===== src/core/drcp_regs.vh =====
// constants for the radial data/clock port and dual-access arbiter
// assumes inclusion by bare name from the design file
`ifndef DRCP_REGS_VH
`define DRCP_REGS_VH
`define DRCP_CLK_HZ 25000000
`define DRCP_WCLK_DIV 4'h4
`define DRCP_DIV_START 4'h0
`define DRCP_DIV_STEP 4'h1
`define DRCP_FIFO_DEPTH 4
`define DRCP_OWN_NONE 2'h0
`define DRCP_OWN_A 2'h1
`define DRCP_OWN_B 2'h2
`endif


===== src/core/drcp_top.v =====
// radial cable data/clock path and dual-access request handshake of a disk drive
// assumes all inputs synchronous to I_CLK; the cable driver resolves the
// two-way data pair from O_DATA_OE; servo and recovered timing arrive as strobes
`timescale 1ns/10ps
`include "drcp_regs.vh"

module drcp_fifo #(
  parameter WIDTH = 1,
  parameter DEPTH = `DRCP_FIFO_DEPTH,
  parameter AW = 2
) (
  input wire i_clk,
  input wire i_rst_n,
  input wire i_ce,
  input wire i_valid,
  output wire o_ready,
  input wire [WIDTH-1:0] i_data,
  output wire o_valid,
  input wire i_ready,
  output wire [WIDTH-1:0] o_data
);
  reg [WIDTH-1:0] mem_r [0:DEPTH-1];
  reg [AW-1:0] wp_r;
  reg [AW-1:0] rp_r;
  reg [AW:0] cnt_r;
  wire push = i_valid && o_ready;
  wire pop = o_valid && i_ready;
  integer k;
  assign o_ready = (cnt_r != DEPTH);
  assign o_valid = (cnt_r != 0);
  assign o_data = mem_r[rp_r];
  always @(posedge i_clk or negedge i_rst_n) begin
    if (!i_rst_n) begin
      wp_r <= {AW{1'b0}};
      rp_r <= {AW{1'b0}};
      cnt_r <= {(AW+1){1'b0}};
      for (k = 0; k < DEPTH; k = k + 1) begin
        mem_r[k] <= {WIDTH{1'b0}};
      end
    end else if (i_ce) begin
      if (push) begin
        mem_r[wp_r] <= i_data;
        wp_r <= (wp_r == DEPTH - 1) ? {AW{1'b0}} : wp_r + 1'b1;
      end
      if (pop) begin
        rp_r <= (rp_r == DEPTH - 1) ? {AW{1'b0}} : rp_r + 1'b1;
      end
      if (push && !pop) begin
        cnt_r <= cnt_r + 1'b1;
      end else if (pop && !push) begin
        cnt_r <= cnt_r - 1'b1;
      end
    end
  end
endmodule

module drcp_top #(
  parameter WCLK_DIV = `DRCP_WCLK_DIV
) (
  input wire I_CLK,
  input wire I_RST_N,
  input wire I_CE,
  input wire I_WRITE_GATE,
  input wire I_READ_GATE,
  input wire I_SERVO_TICK,
  input wire I_RCVR_TICK,
  input wire I_RCVR_BIT,
  output wire O_RCVR_READY,
  input wire I_DATA,
  output reg O_DATA,
  output reg O_DATA_OE,
  output reg O_CLOCK,
  output reg O_WBIT_VALID,
  output reg O_WBIT,
  input wire I_A_REQUEST_N,
  input wire I_B_REQUEST_N,
  output reg O_PORT_A_OTHER_WANTS_N,
  output reg O_PORT_B_OTHER_WANTS_N,
  output reg O_GRANT_A,
  output reg O_GRANT_B
);
  reg [3:0] div_r;
  reg [1:0] own_r;
  reg [1:0] own_nxt;
  reg last_b_r;
  wire f_valid;
  wire f_data;
  wire clk_rise;
  wire clk_fall;
  wire tick = I_READ_GATE ? I_RCVR_TICK : I_SERVO_TICK;
  // divider position decoded once, shared by toggle and both edge strobes
  wire div_zero = (div_r == `DRCP_DIV_START);
  wire div_last = (div_r == WCLK_DIV - 1);
  // read gate wins the clock, but the pair is only driven with write gate low
  wire rd_drive = I_READ_GATE && !I_WRITE_GATE;
  wire wr_sample = I_WRITE_GATE && !I_READ_GATE;
  wire grant_a_nxt;
  wire grant_b_nxt;

  // owner decode shared by the grant outputs and the tie memory
  function owner_is;
    input [1:0] own;
    input [1:0] who;
    begin
      owner_is = (own == who);
    end
  endfunction

  // recovered bits buffered so the shift-out can wait for a clock fall;
  // a bit that meets a full buffer is lost and not flagged to the controller
  drcp_fifo #(
    .WIDTH(1),
    .DEPTH(`DRCP_FIFO_DEPTH),
    .AW(2)
  ) drcp_fifo_inst (
    .i_clk(I_CLK),
    .i_rst_n(I_RST_N),
    .i_ce(I_CE),
    .i_valid(I_READ_GATE && I_RCVR_TICK),
    .o_ready(O_RCVR_READY),
    .i_data(I_RCVR_BIT),
    .o_valid(f_valid),
    .i_ready(clk_fall),
    .o_data(f_data)
  );

  // only a tick at divider zero toggles the square wave, so every WCLK_DIV-th tick toggles it
  assign clk_rise = tick && !O_CLOCK && div_zero;
  assign clk_fall = tick && O_CLOCK && div_zero && I_READ_GATE;
  assign grant_a_nxt = owner_is(own_nxt, `DRCP_OWN_A);
  assign grant_b_nxt = owner_is(own_nxt, `DRCP_OWN_B);

  always @(posedge I_CLK or negedge I_RST_N) begin
    if (!I_RST_N) begin
      div_r <= `DRCP_DIV_START;
      O_CLOCK <= 1'b0;
      O_DATA <= 1'b0;
      O_DATA_OE <= 1'b0;
      O_WBIT_VALID <= 1'b0;
      O_WBIT <= 1'b0;
    end else if (I_CE) begin
      O_WBIT_VALID <= 1'b0;
      O_DATA_OE <= rd_drive;
      if (tick) begin
        div_r <= div_last ? `DRCP_DIV_START : div_r + `DRCP_DIV_STEP;
      end
      if (tick && div_zero) begin
        O_CLOCK <= !O_CLOCK;
      end
      // sample write data at rise, controller moved it at prior rise
      if (clk_rise && wr_sample) begin
        O_WBIT <= I_DATA;
        O_WBIT_VALID <= 1'b1;
      end
      if (clk_fall && f_valid) begin
        O_DATA <= f_data;
      end
    end
  end

  always @* begin
    own_nxt = own_r;
    case (own_r)
      `DRCP_OWN_NONE: begin
        // simultaneous requests alternate so neither side starves
        if (!I_A_REQUEST_N && !I_B_REQUEST_N) begin
          own_nxt = last_b_r ? `DRCP_OWN_A : `DRCP_OWN_B;
        end else if (!I_A_REQUEST_N) begin
          own_nxt = `DRCP_OWN_A;
        end else if (!I_B_REQUEST_N) begin
          own_nxt = `DRCP_OWN_B;
        end
      end
      `DRCP_OWN_A: begin
        if (I_A_REQUEST_N) begin
          own_nxt = `DRCP_OWN_NONE;
        end
      end
      `DRCP_OWN_B: begin
        if (I_B_REQUEST_N) begin
          own_nxt = `DRCP_OWN_NONE;
        end
      end
      default: begin
        own_nxt = `DRCP_OWN_NONE;
      end
    endcase
  end

  always @(posedge I_CLK or negedge I_RST_N) begin
    if (!I_RST_N) begin
      own_r <= `DRCP_OWN_NONE;
      last_b_r <= 1'b0;
      O_GRANT_A <= 1'b0;
      O_GRANT_B <= 1'b0;
      O_PORT_A_OTHER_WANTS_N <= 1'b1;
      O_PORT_B_OTHER_WANTS_N <= 1'b1;
    end else if (I_CE) begin
      own_r <= own_nxt;
      if (grant_b_nxt) begin
        last_b_r <= 1'b1;
      end else if (grant_a_nxt) begin
        last_b_r <= 1'b0;
      end
      O_GRANT_A <= grant_a_nxt;
      O_GRANT_B <= grant_b_nxt;
      O_PORT_A_OTHER_WANTS_N <= I_B_REQUEST_N;
      O_PORT_B_OTHER_WANTS_N <= I_A_REQUEST_N;
    end
  end
endmodule


===== config.mk =====
export PLATFORM = sky130hd
export DESIGN_NAME = drcp_top
export DESIGN_NICKNAME = d
export VERILOG_FILES = /design/src/core/drcp_top.v
export VERILOG_INCLUDE_DIRS = /design/src /design/src/core
export SDC_FILE = /design/constraint.sdc
export NUM_CORES = 1
export LEC_CHECK = 0
export ABC_AREA = 1
export BUFFER_PORTS_ARGS = -buffer_cell sky130_fd_sc_hd__buf_2
export CAP_MARGIN = 20
export CORE_MARGIN = 1.5
export CORE_UTILIZATION = 35
export CTS_BUF_LIST = sky130_fd_sc_hd__clkbuf_4 sky130_fd_sc_hd__clkbuf_8 sky130_fd_sc_hd__clkbuf_16
export CTS_CLUSTER_DIAMETER = 80
export DETAILED_ROUTE_END_ITERATION = 7
export GPL_ROUTABILITY_DRIVEN = 0
export GPL_TIMING_DRIVEN = 0
export PLACE_DENSITY = 0.62
export SETUP_SLACK_MARGIN = 0.2
export SYNTH_ARGS = -nofsm -noshare
export SYNTH_HDL_FRONTEND = slang
export SYNTH_SLANG_ARGS = --single-unit

===== constraint.sdc =====
create_clock -name I_CLK -period 2.15 [get_ports I_CLK]
set_input_delay 0.1075 -clock I_CLK [delete_from_list [all_inputs] [get_ports I_CLK]]
set_output_delay 0.1075 -clock I_CLK [all_outputs]
set_load 0.02 [all_outputs]

* Word-level counts from Yosys, hierarchy flattened
Index checks and enable logic that the tools add are counted.
** Storage, ports and cells
- Input port bits :: 11
- Flip-flop bits (word level) :: 27
** Operators by class
- Reduce and logical (&&, ||, !) cells :: 35
- Multiplexer cells :: 22
- Order comparisons :: 3
- Add/sub/neg operators :: 5
- Bitwise gates (word level) :: 2
- Eq/ne operators :: 8
** Operator list (number)
- logical AND 1 bit :: 16
- 2-to-1 mux 2 bit :: 8
- AND reduction 2 bit :: 7
- equality test 2 bit (second input constant) :: 4
- zero test 1 bit :: 7
- 2-to-1 mux 1 bit :: 7
- greater-or-equal comparator 3 bit (second input constant) :: 2
- 2-to-1 mux 3 bit :: 2
- NOT 2 -> 3 bit :: 2
- one-hot mux 2 bit (3 select lines) :: 1
- adder 2 x 1 -> 2 bit (second input constant) :: 2
- adder 4 x 1 -> 4 bit (second input constant) :: 1
- bitwise mux 4 bit :: 1
- equality test 2 x 1 -> 1 bit (second input constant) :: 2
- equality test 4 x 2 -> 1 bit (second input constant) :: 1
- zero test 4 bit :: 1
- 2-to-1 mux 4 bit :: 1
- nonzero test 2 bit :: 2
- adder 3 x 1 -> 3 bit (second input constant) :: 1
- less-than comparator 3 x 1 -> 1 bit (second input constant) :: 1
- inequality test 3 bit (second input constant) :: 1
- nonzero test 3 bit :: 1
- subtractor 3 x 1 -> 3 bit (second input constant) :: 1
- binary-select mux 1 bit (select 2 bit) :: 1
- other kinds (2) :: 2

* Depth between registers and ports, before layout
Gate-level depths: netlist of run 1.
- Depth in word-level cells :: 9
- Mapped depth :: 11
- Gate-level depth less buffers :: 11

* Hierarchy
A second synthesis of run 1 with hierarchy kept.
** Second synthesis, totals
- Cell total of the unflattened synthesis :: 171
- Area, all modules :: 1476.4 µm²
** Modules (own cells, without submodules)
- drcp_top :: cells each 97, times used 1, seq. area each 402.9 µm², area an instance 799.5 µm²
- drcp_fifo :: cells each 74, times used 1, seq. area each 275.3 µm², area an instance 676.9 µm²

* Worst setup path before layout of run 1
Ideal clock, no wire load.
- Kind :: register to register
- Start point :: register div_r[0]
- End point :: register drcp_fifo_inst.cnt_r[2]
- Cell stages (with the launch flop) :: 12
- Required time :: 2.071 ns
- Buffers on the path :: 0
- Setup slack :: 0.165 ns
- Arrival :: 1.906 ns
- Cells stage by stage :: dfrtp_1 inv_1 ha_1 nand2_1 inv_1 nand3_1 ha_1 inv_1 fa_1 or2_2 nand3_1 xor2_1
** On the way
- Word-level cells in the longest chain between the ends :: 8
- Elaborated cells on any way between the ends :: 10
- Classes of those cells :: mux: 1; reduce/logical: 9
** RTL lines
- start, declared :: line drcp_top.v:82 : reg [3:0] div_r;
- start signal, assigned :: line drcp_top.v:135 : div_r <= `DRCP_DIV_START;
- start signal, assigned :: line drcp_top.v:145 : div_r <= div_last ? `DRCP_DIV_START : div_r + `DRCP_DIV_STEP;
- zero test 4 bit (no line) *
- logical AND 1 bit * (2 in a row) :: line drcp_top.v:129 : assign clk_fall = tick && O_CLOCK && div_zero && I_READ_GATE;
- logical AND 1 bit * :: line drcp_top.v:27 : wire pop = o_valid && i_ready;
- zero test 1 bit :: line drcp_top.v:48 : if (push && !pop) begin
- logical AND 1 bit :: line drcp_top.v:48
- nonzero test 2 bit (no line)
- AND reduction 2 bit (no line)
- end signal, assigned :: line drcp_top.v:36 : cnt_r <= {(AW+1){1'b0}};
- end signal, assigned :: line drcp_top.v:49 : cnt_r <= cnt_r + 1'b1;
- end signal, assigned :: line drcp_top.v:51 : cnt_r <= cnt_r - 1'b1;
- end, declared :: line drcp_top.v:25 : reg [AW:0] cnt_r;
Every way passes the cells marked *; elsewhere a longest branch is shown, timed or not.
A chain may end at the register's enable or synchronous reset.

* Worst setup path after layout of run 1
- Start point :: register div_r[2]
- End point :: register drcp_fifo_inst.cnt_r[1]
The elaborated chain is that of the path after synthesis.

==> flow_summary.toml, run 1 <==
[status]
outcome = "complete, no violations"

[setup_path]
slowest_delay_ps = 430
crit_top_cell = "inv_4"
cp.arrival_ps = 2050
crit_path_top_delay_cell = "dfrtp_2"
path_cells = "nor2_2, nand2_4, inv_4, nand3_2, ha_4, inv_4, fa_2, mux2_4"
crit_buf_inv = 2
cp-end-kind = "register"
cp-start-kind = "register"
crit_path_max_fanout = 3
required_ps = 2320
worstSetupPathType = "reg -> reg"
path_delay_family = "adder cells"

[place]
place_inst = 231
port_buffers = 20
placed_area_sq_um = 1602
hpwl_mm = 1.938

[clock_network]
cts.sinks = 27
root_buffer = "clkbuf_8"
cts_tree = "yes"
insertion_delay_ps = 280
clockBufferDepth = 2
clk_pin_slew_ps = 100
cts_buffers = 3
htreeDepth = 1

[detailed_routing]
dr.pass1.iters = 4
ant_nets = 0
wl_per_cell_microns = 11.26
num_vias = 1101
drc_errors = 0
drtIter0Drc = 50
via_per_inst = 4.457
drt_wl_total_mm = 2.780

[logic_synthesis]
syn-cell-area_sq_um = 1436
synth-seq-area-share_pct = 47.21
ys_seq_elements = 27
yosys_warnings = 0
synth_fp_nets = 183
yosysUniqueCellTypes = 25
syn_inst = 161
synth.avg_cell_area_sq_um = 8.922

[layout]
n_antenna_cell = 0
layout_common_cells = "nand2_1, dfrtp_1, buf_2, inv_1, buf_4"
drive_gt1_share_pct = 36.04
area_growth_pct = 26.05
fin_area_sq_um = 1810
nets = 220
fin_cells = 247
layout_commonest_cell = "nand2_1"

[global_routing]
grt_overflow = 0
grt_use_total_pct = 14.58
grt_antenna_before_repair = 0
grt_max_degree = 28
grt_pass1_wl_mm = 4.871
grt_pass1_vias = 1096

[flow_run]
drv_cap = 0

[pwr]
max-vdd-ir-drop_v = 0.0003606
p_int_mw = 1.241
p_seq_share_pct = 42.0
netSwitchingFraction_pct = 38.82
power.leakage_nw = 0.9252
powerDensity_nw_per_um2 = 1120
combPwrFrac_pct = 43.3
power_switching_uw = 787.2
clockPowerShare_pct = 14.7

[timing]
fin_crit_sh_pct = 87.50
worst_pin_slew_ps = 616.8
slew_headroom_pct = 58.88
setup_tns_ps = 0
grt_setup_unrepaired = "false"
fin_worst_skew_ps = 3.840
setup_viol = 0
max_freq_mhz = 531.6
drv_slew = 0
period_needed_ps = 1881
hold_violations = 0

[die]
die_w_microns = 67.06
die_area_sq_um = 4497
placementRows = 23
start_util_pct = 36.17
coreArea_sq_um = 3971
die_y_microns = 67.06
io_pins = 21

[min_path]
min_path_type = "in -> reg"
[tightest hold or removal path, delay by kind of cell]
family,cells,cell delay (ps)
buf+inv,1,100
simple gates,2,90
[path summary, 6_finish.rpt]
kind	from	end	slack, ps	depth (start not counted)
max in group asynchronous	I_RST_N	div_r[2]$_DFFE_PN0P_	1310	2
hold reg to reg	O_PORT_B_OTHER_WANTS_N$_DFFE_PN1P_	O_PORT_B_OTHER_WANTS_N$_DFFE_PN1P_	470	2
min in group asynchronous	I_RST_N	own_r[0]$_DFFE_PN0P_	400	2
hold / removal	I_B_REQUEST_N	O_PORT_A_OTHER_WANTS_N$_DFFE_PN1P_	10	3
setup / recovery	div_r[2]$_DFFE_PN0P_	drcp_fifo_inst.cnt_r[1]$_DFFE_PN0P_	270	8
setup reg to reg	div_r[2]$_DFFE_PN0P_	drcp_fifo_inst.cnt_r[1]$_DFFE_PN0P_	270	8
[flip-flops by register name, summed over array words and instances (netlist names), 2 cells and up]
signal / cells
drcp_fifo_inst.mem_r: 4
div_r: 4
drcp_fifo_inst.cnt_r: 3
drcp_fifo_inst.rp_r: 2
drcp_fifo_inst.wp_r: 2
own_r: 2
[cell usage after synthesis]
library cell / count / area (sq um)
nand2_2: 6 / 37.54
o31ai_1: 1 / 7.510
xor2_1: 5 / 43.79
dfrtp_1: 25 / 625.6
nand2_4: 1 / 11.26
fa_1: 1 / 20.02
inv_1: 19 / 71.32
a21oi_4: 2 / 32.53
ha_1: 10 / 125.1
nor2_1: 12 / 45.04
nor2_4: 1 / 11.26
o21ai_2: 1 / 8.760
dfstp_2: 2 / 52.55
o21ai_1: 6 / 30.03
nor2_2: 2 / 12.51
mux2_2: 1 / 11.26
a21oi_2: 1 / 8.760
or2_2: 3 / 18.77
buf_2: 1 / 5.000
nand3_1: 9 / 45.04
clkbuf_1: 1 / 3.750
a21oi_1: 2 / 10.01
nand2_1: 39 / 146.4
nand4_1: 2 / 12.51
o21ai_0: 8 / 40.04
[cell families after synthesis]
kind of cell	Yosys count	synth area share, %
and+or+nand+nor	75	23.69
DFF	27	47.21
AOI/OAI and AO/OA	21	9.582
buffers and inverters	21	5.574
adders and majority gates	11	10.10
xor gates and xnor gates	5	3.049
muxes	1	0.7839
[layer usage]
metal  track usage [%]  up-vias  wire [microns]
met5                 0        -               0
met4             9.184        0             103
met3             1.520        9              98
met2             21.78       21            1244
met1             19.96      490            1333
li1                  -      581               -
[stage by stage]
| stage | utilization [%] | total power [mW] | setup WS, ps | hold slack [ps] |
|---|---|---|---|---|
| finish | 45.59 | 2.028 | 268.8 | 14.61 |
| CTS | 43.04 | 1.885 | 212.1 | 3.075 |
| detailed placement | 40.33 | 1.508 | 65.67 | 154.1 |
| global route | 45.59 | 2.229 | 181.8 | 34.43 |
| global placement | 40.33 | 1.488 | 78.01 | 152.4 |
| floorplan | - | 1.331 | 210.2 | -188.1 |
[power by group through the flow]
stage | Combinational, mW | Clock [mW] | Sequential (mW)
floorplan | 0.460 | 0 | 0.871
global placement | 0.635 | 0 | 0.853
detailed placement | 0.650 | 0 | 0.858
CTS | 0.720 | 0.312 | 0.853
global route | 1.02 | 0.332 | 0.881
finish | 0.878 | 0.297 | 0.852
[final cells by class]
class | instances | area, sq um
tap | 50 | 62.56
multi-input combinational | 113 | 739.5
sequential | 27 | 681.9
fill | 397 | 2161
clock buffer | 3 | 41.29
timing repair buffer | 32 | 192.7
buffer | 2 | 8.758
clock inverter | 1 | 7.507
inverter | 19 | 76.32
[what timing repair did]
action | 4_1_cts | 5_1_grt
hold buffers | 1 | 0
hold endpoints to repair | 25 | 0
pin swaps | 3 | 4
endpoints found under the setup margin | 2 | 2
setup buffers | 3 | 8
gates resized for setup | 10 | 11
Power figures use the tool's default switching activity.
==> run 2, diff against run 1 <==
--- a/config.mk
+++ b/config.mk
@@ -7,7 +7,7 @@
 export NUM_CORES = 1
 export LEC_CHECK = 0
 export ABC_AREA = 1
-export BUFFER_PORTS_ARGS = -buffer_cell sky130_fd_sc_hd__buf_2
+export BUFFER_PORTS_ARGS = -buffer_cell sky130_fd_sc_hd__buf_4
 export CAP_MARGIN = 20
 export CORE_MARGIN = 1.5
 export CORE_UTILIZATION = 35
==> flow_summary.toml, run 2 (synthesis gave the netlist of run 1 again) <==
[flow_run]
drv_cap = 0

[detailed_routing]
wl_per_cell_microns = 11.10
via_per_inst = 4.494
num_vias = 1101
drtIter0Drc = 42
dr.pass1.iters = 4
ant_nets = 0
drt_wl_total_mm = 2.719
drc_errors = 0

[setup_path]
cp.arrival_ps = 2030
cp-start-kind = "register"
crit_path_max_fanout = 3
worstSetupPathType = "reg -> reg"
required_ps = 2320
cp-end-kind = "register"

[clock_network]
clockBufferDepth = 2
cts_tree = "yes"
clk_pin_slew_ps = 100
cts_buffers = 3
cts.sinks = 27
htreeDepth = 1
root_buffer = "clkbuf_8"
insertion_delay_ps = 270

[timing]
max_freq_mhz = 536.7
setup_viol = 0
fin_crit_sh_pct = 86.66
slew_headroom_pct = 72.31
drv_slew = 0
setup_tns_ps = 0
period_needed_ps = 1863
hold_violations = 0
grt_setup_unrepaired = "true"
worst_pin_slew_ps = 415.4
fin_worst_skew_ps = 7.824
finalWorstSetupSlack_ps = 286.8

[global_routing]
grt_max_degree = 28
grt_pass1_vias = 1107
grt_overflow = 0
grt_pass1_wl_mm = 4.933
grt_antenna_before_repair = 0
grt_use_total_pct = 14.52

[place]
hpwl_mm = 1.988
port_buffers = 20
pre_cts_ws_ps = 18.86
place_inst = 231
placed_area_sq_um = 1652

[layout]
fin_area_sq_um = 1822
layout_common_cells = "nand2_1, buf_4, dfrtp_1, inv_1, nor2_1"
drive_gt1_share_pct = 34.36
fin_cells = 245
top_regs = "div_r: 4 flops, drcp_fifo_inst.mem_r: 4 flops, drcp_fifo_inst.cnt_r: 3 flops"
fillers = 412
layout_commonest_cell = "nand2_1"
nets = 218
area_growth_pct = 26.83
n_antenna_cell = 0

[pwr]
combPwrFrac_pct = 41.7
powerDensity_nw_per_um2 = 1094
total_power_mw = 1.994
clockPowerShare_pct = 15.2
power.leakage_nw = 0.9259
p_seq_share_pct = 43.1
netSwitchingFraction_pct = 37.81
p_int_mw = 1.240
max-vdd-ir-drop_v = 0.0003911
power_switching_uw = 753.9

[die]
coreArea_sq_um = 3971
io_pins = 21
start_util_pct = 36.17
die_area_sq_um = 4497
placementRows = 23
die_w_microns = 67.06
die_y_microns = 67.06

[status]
outcome = "complete, no violations"

[min_path]
min_path_type = "in -> reg"
## run 2: power groups by stage
stage,Sequential [mW],Combinational (mW),Clock (mW)
after floorplan,0.871,0.460,0
after global placement,0.857,0.666,0
after detailed placement,0.861,0.683,0
after CTS,0.860,0.732,0.315
after global routing,0.886,0.967,0.333
final,0.860,0.831,0.303
## run 2: critical path, cell delays in order, from the launching register on
cell and delay, ps:
dfrtp_1 400, inv_2 70, ha_2 160, nand2_2 60
inv_2 70, nand3_2 90, ha_4 180, inv_4 60
fa_2 410, mux2_2 270
## run 2: area by class of cell
cell class,instances,area [sq um],share of cell area (%)
Tap cell,50,62.56,3.434
Buffer,2,8.758,0.4808
Timing Repair Buffer,30,227.7,12.50
Multi-Input combinational cell,113,718.2,39.42
Clock buffer,4,48.80,2.679
Inverter,19,73.82,4.052
Sequential cell,27,681.9,37.43
## run 2: timing repair
action / in CTS / in global routing
buffers inserted: 2 / 7
hold endpoints to repair: 25 / 0
hold buffers: 1 / 0
setup endpoints to repair: 2 / 2
pin swaps: 0 / 3
gates resized for setup: 7 / 8
## run 2: final timing paths
kind	startpoint	endpoint	slack, ps	cells after the start
setup / recovery	div_r[0]$_DFFE_PN0P_	drcp_fifo_inst.cnt_r[1]$_DFFE_PN0P_	290	9
hold / removal	I_WRITE_GATE	O_DATA_OE$_DFFE_PN0P_	20	2
setup reg to reg	div_r[0]$_DFFE_PN0P_	drcp_fifo_inst.cnt_r[1]$_DFFE_PN0P_	290	9
hold reg to reg	O_PORT_B_OTHER_WANTS_N$_DFFE_PN1P_	O_PORT_B_OTHER_WANTS_N$_DFFE_PN1P_	470	2
max in group asynchronous	I_RST_N	O_PORT_B_OTHER_WANTS_N$_DFFE_PN1P_	1550	2
min in group asynchronous	I_RST_N	drcp_fifo_inst.wp_r[1]$_DFFE_PN0P_	290	2
## run 2: layer usage
layer	GRT usage, %	share of wire (%)
met5	0	0
met3	1.689	2.3
met2	22.65	47
met4	6.122	0.99
met1	20.19	50
## run 2: metrics by stage
step	utilization [%]	hold slack, ps
6_report	45.87	24.17
3_5_place_dp	41.59	47.45
2_1_floorplan	-	-188.1
4_1_cts	43.89	14.79
3_3_place_gp	41.59	42.89
5_1_grt	45.87	27.78
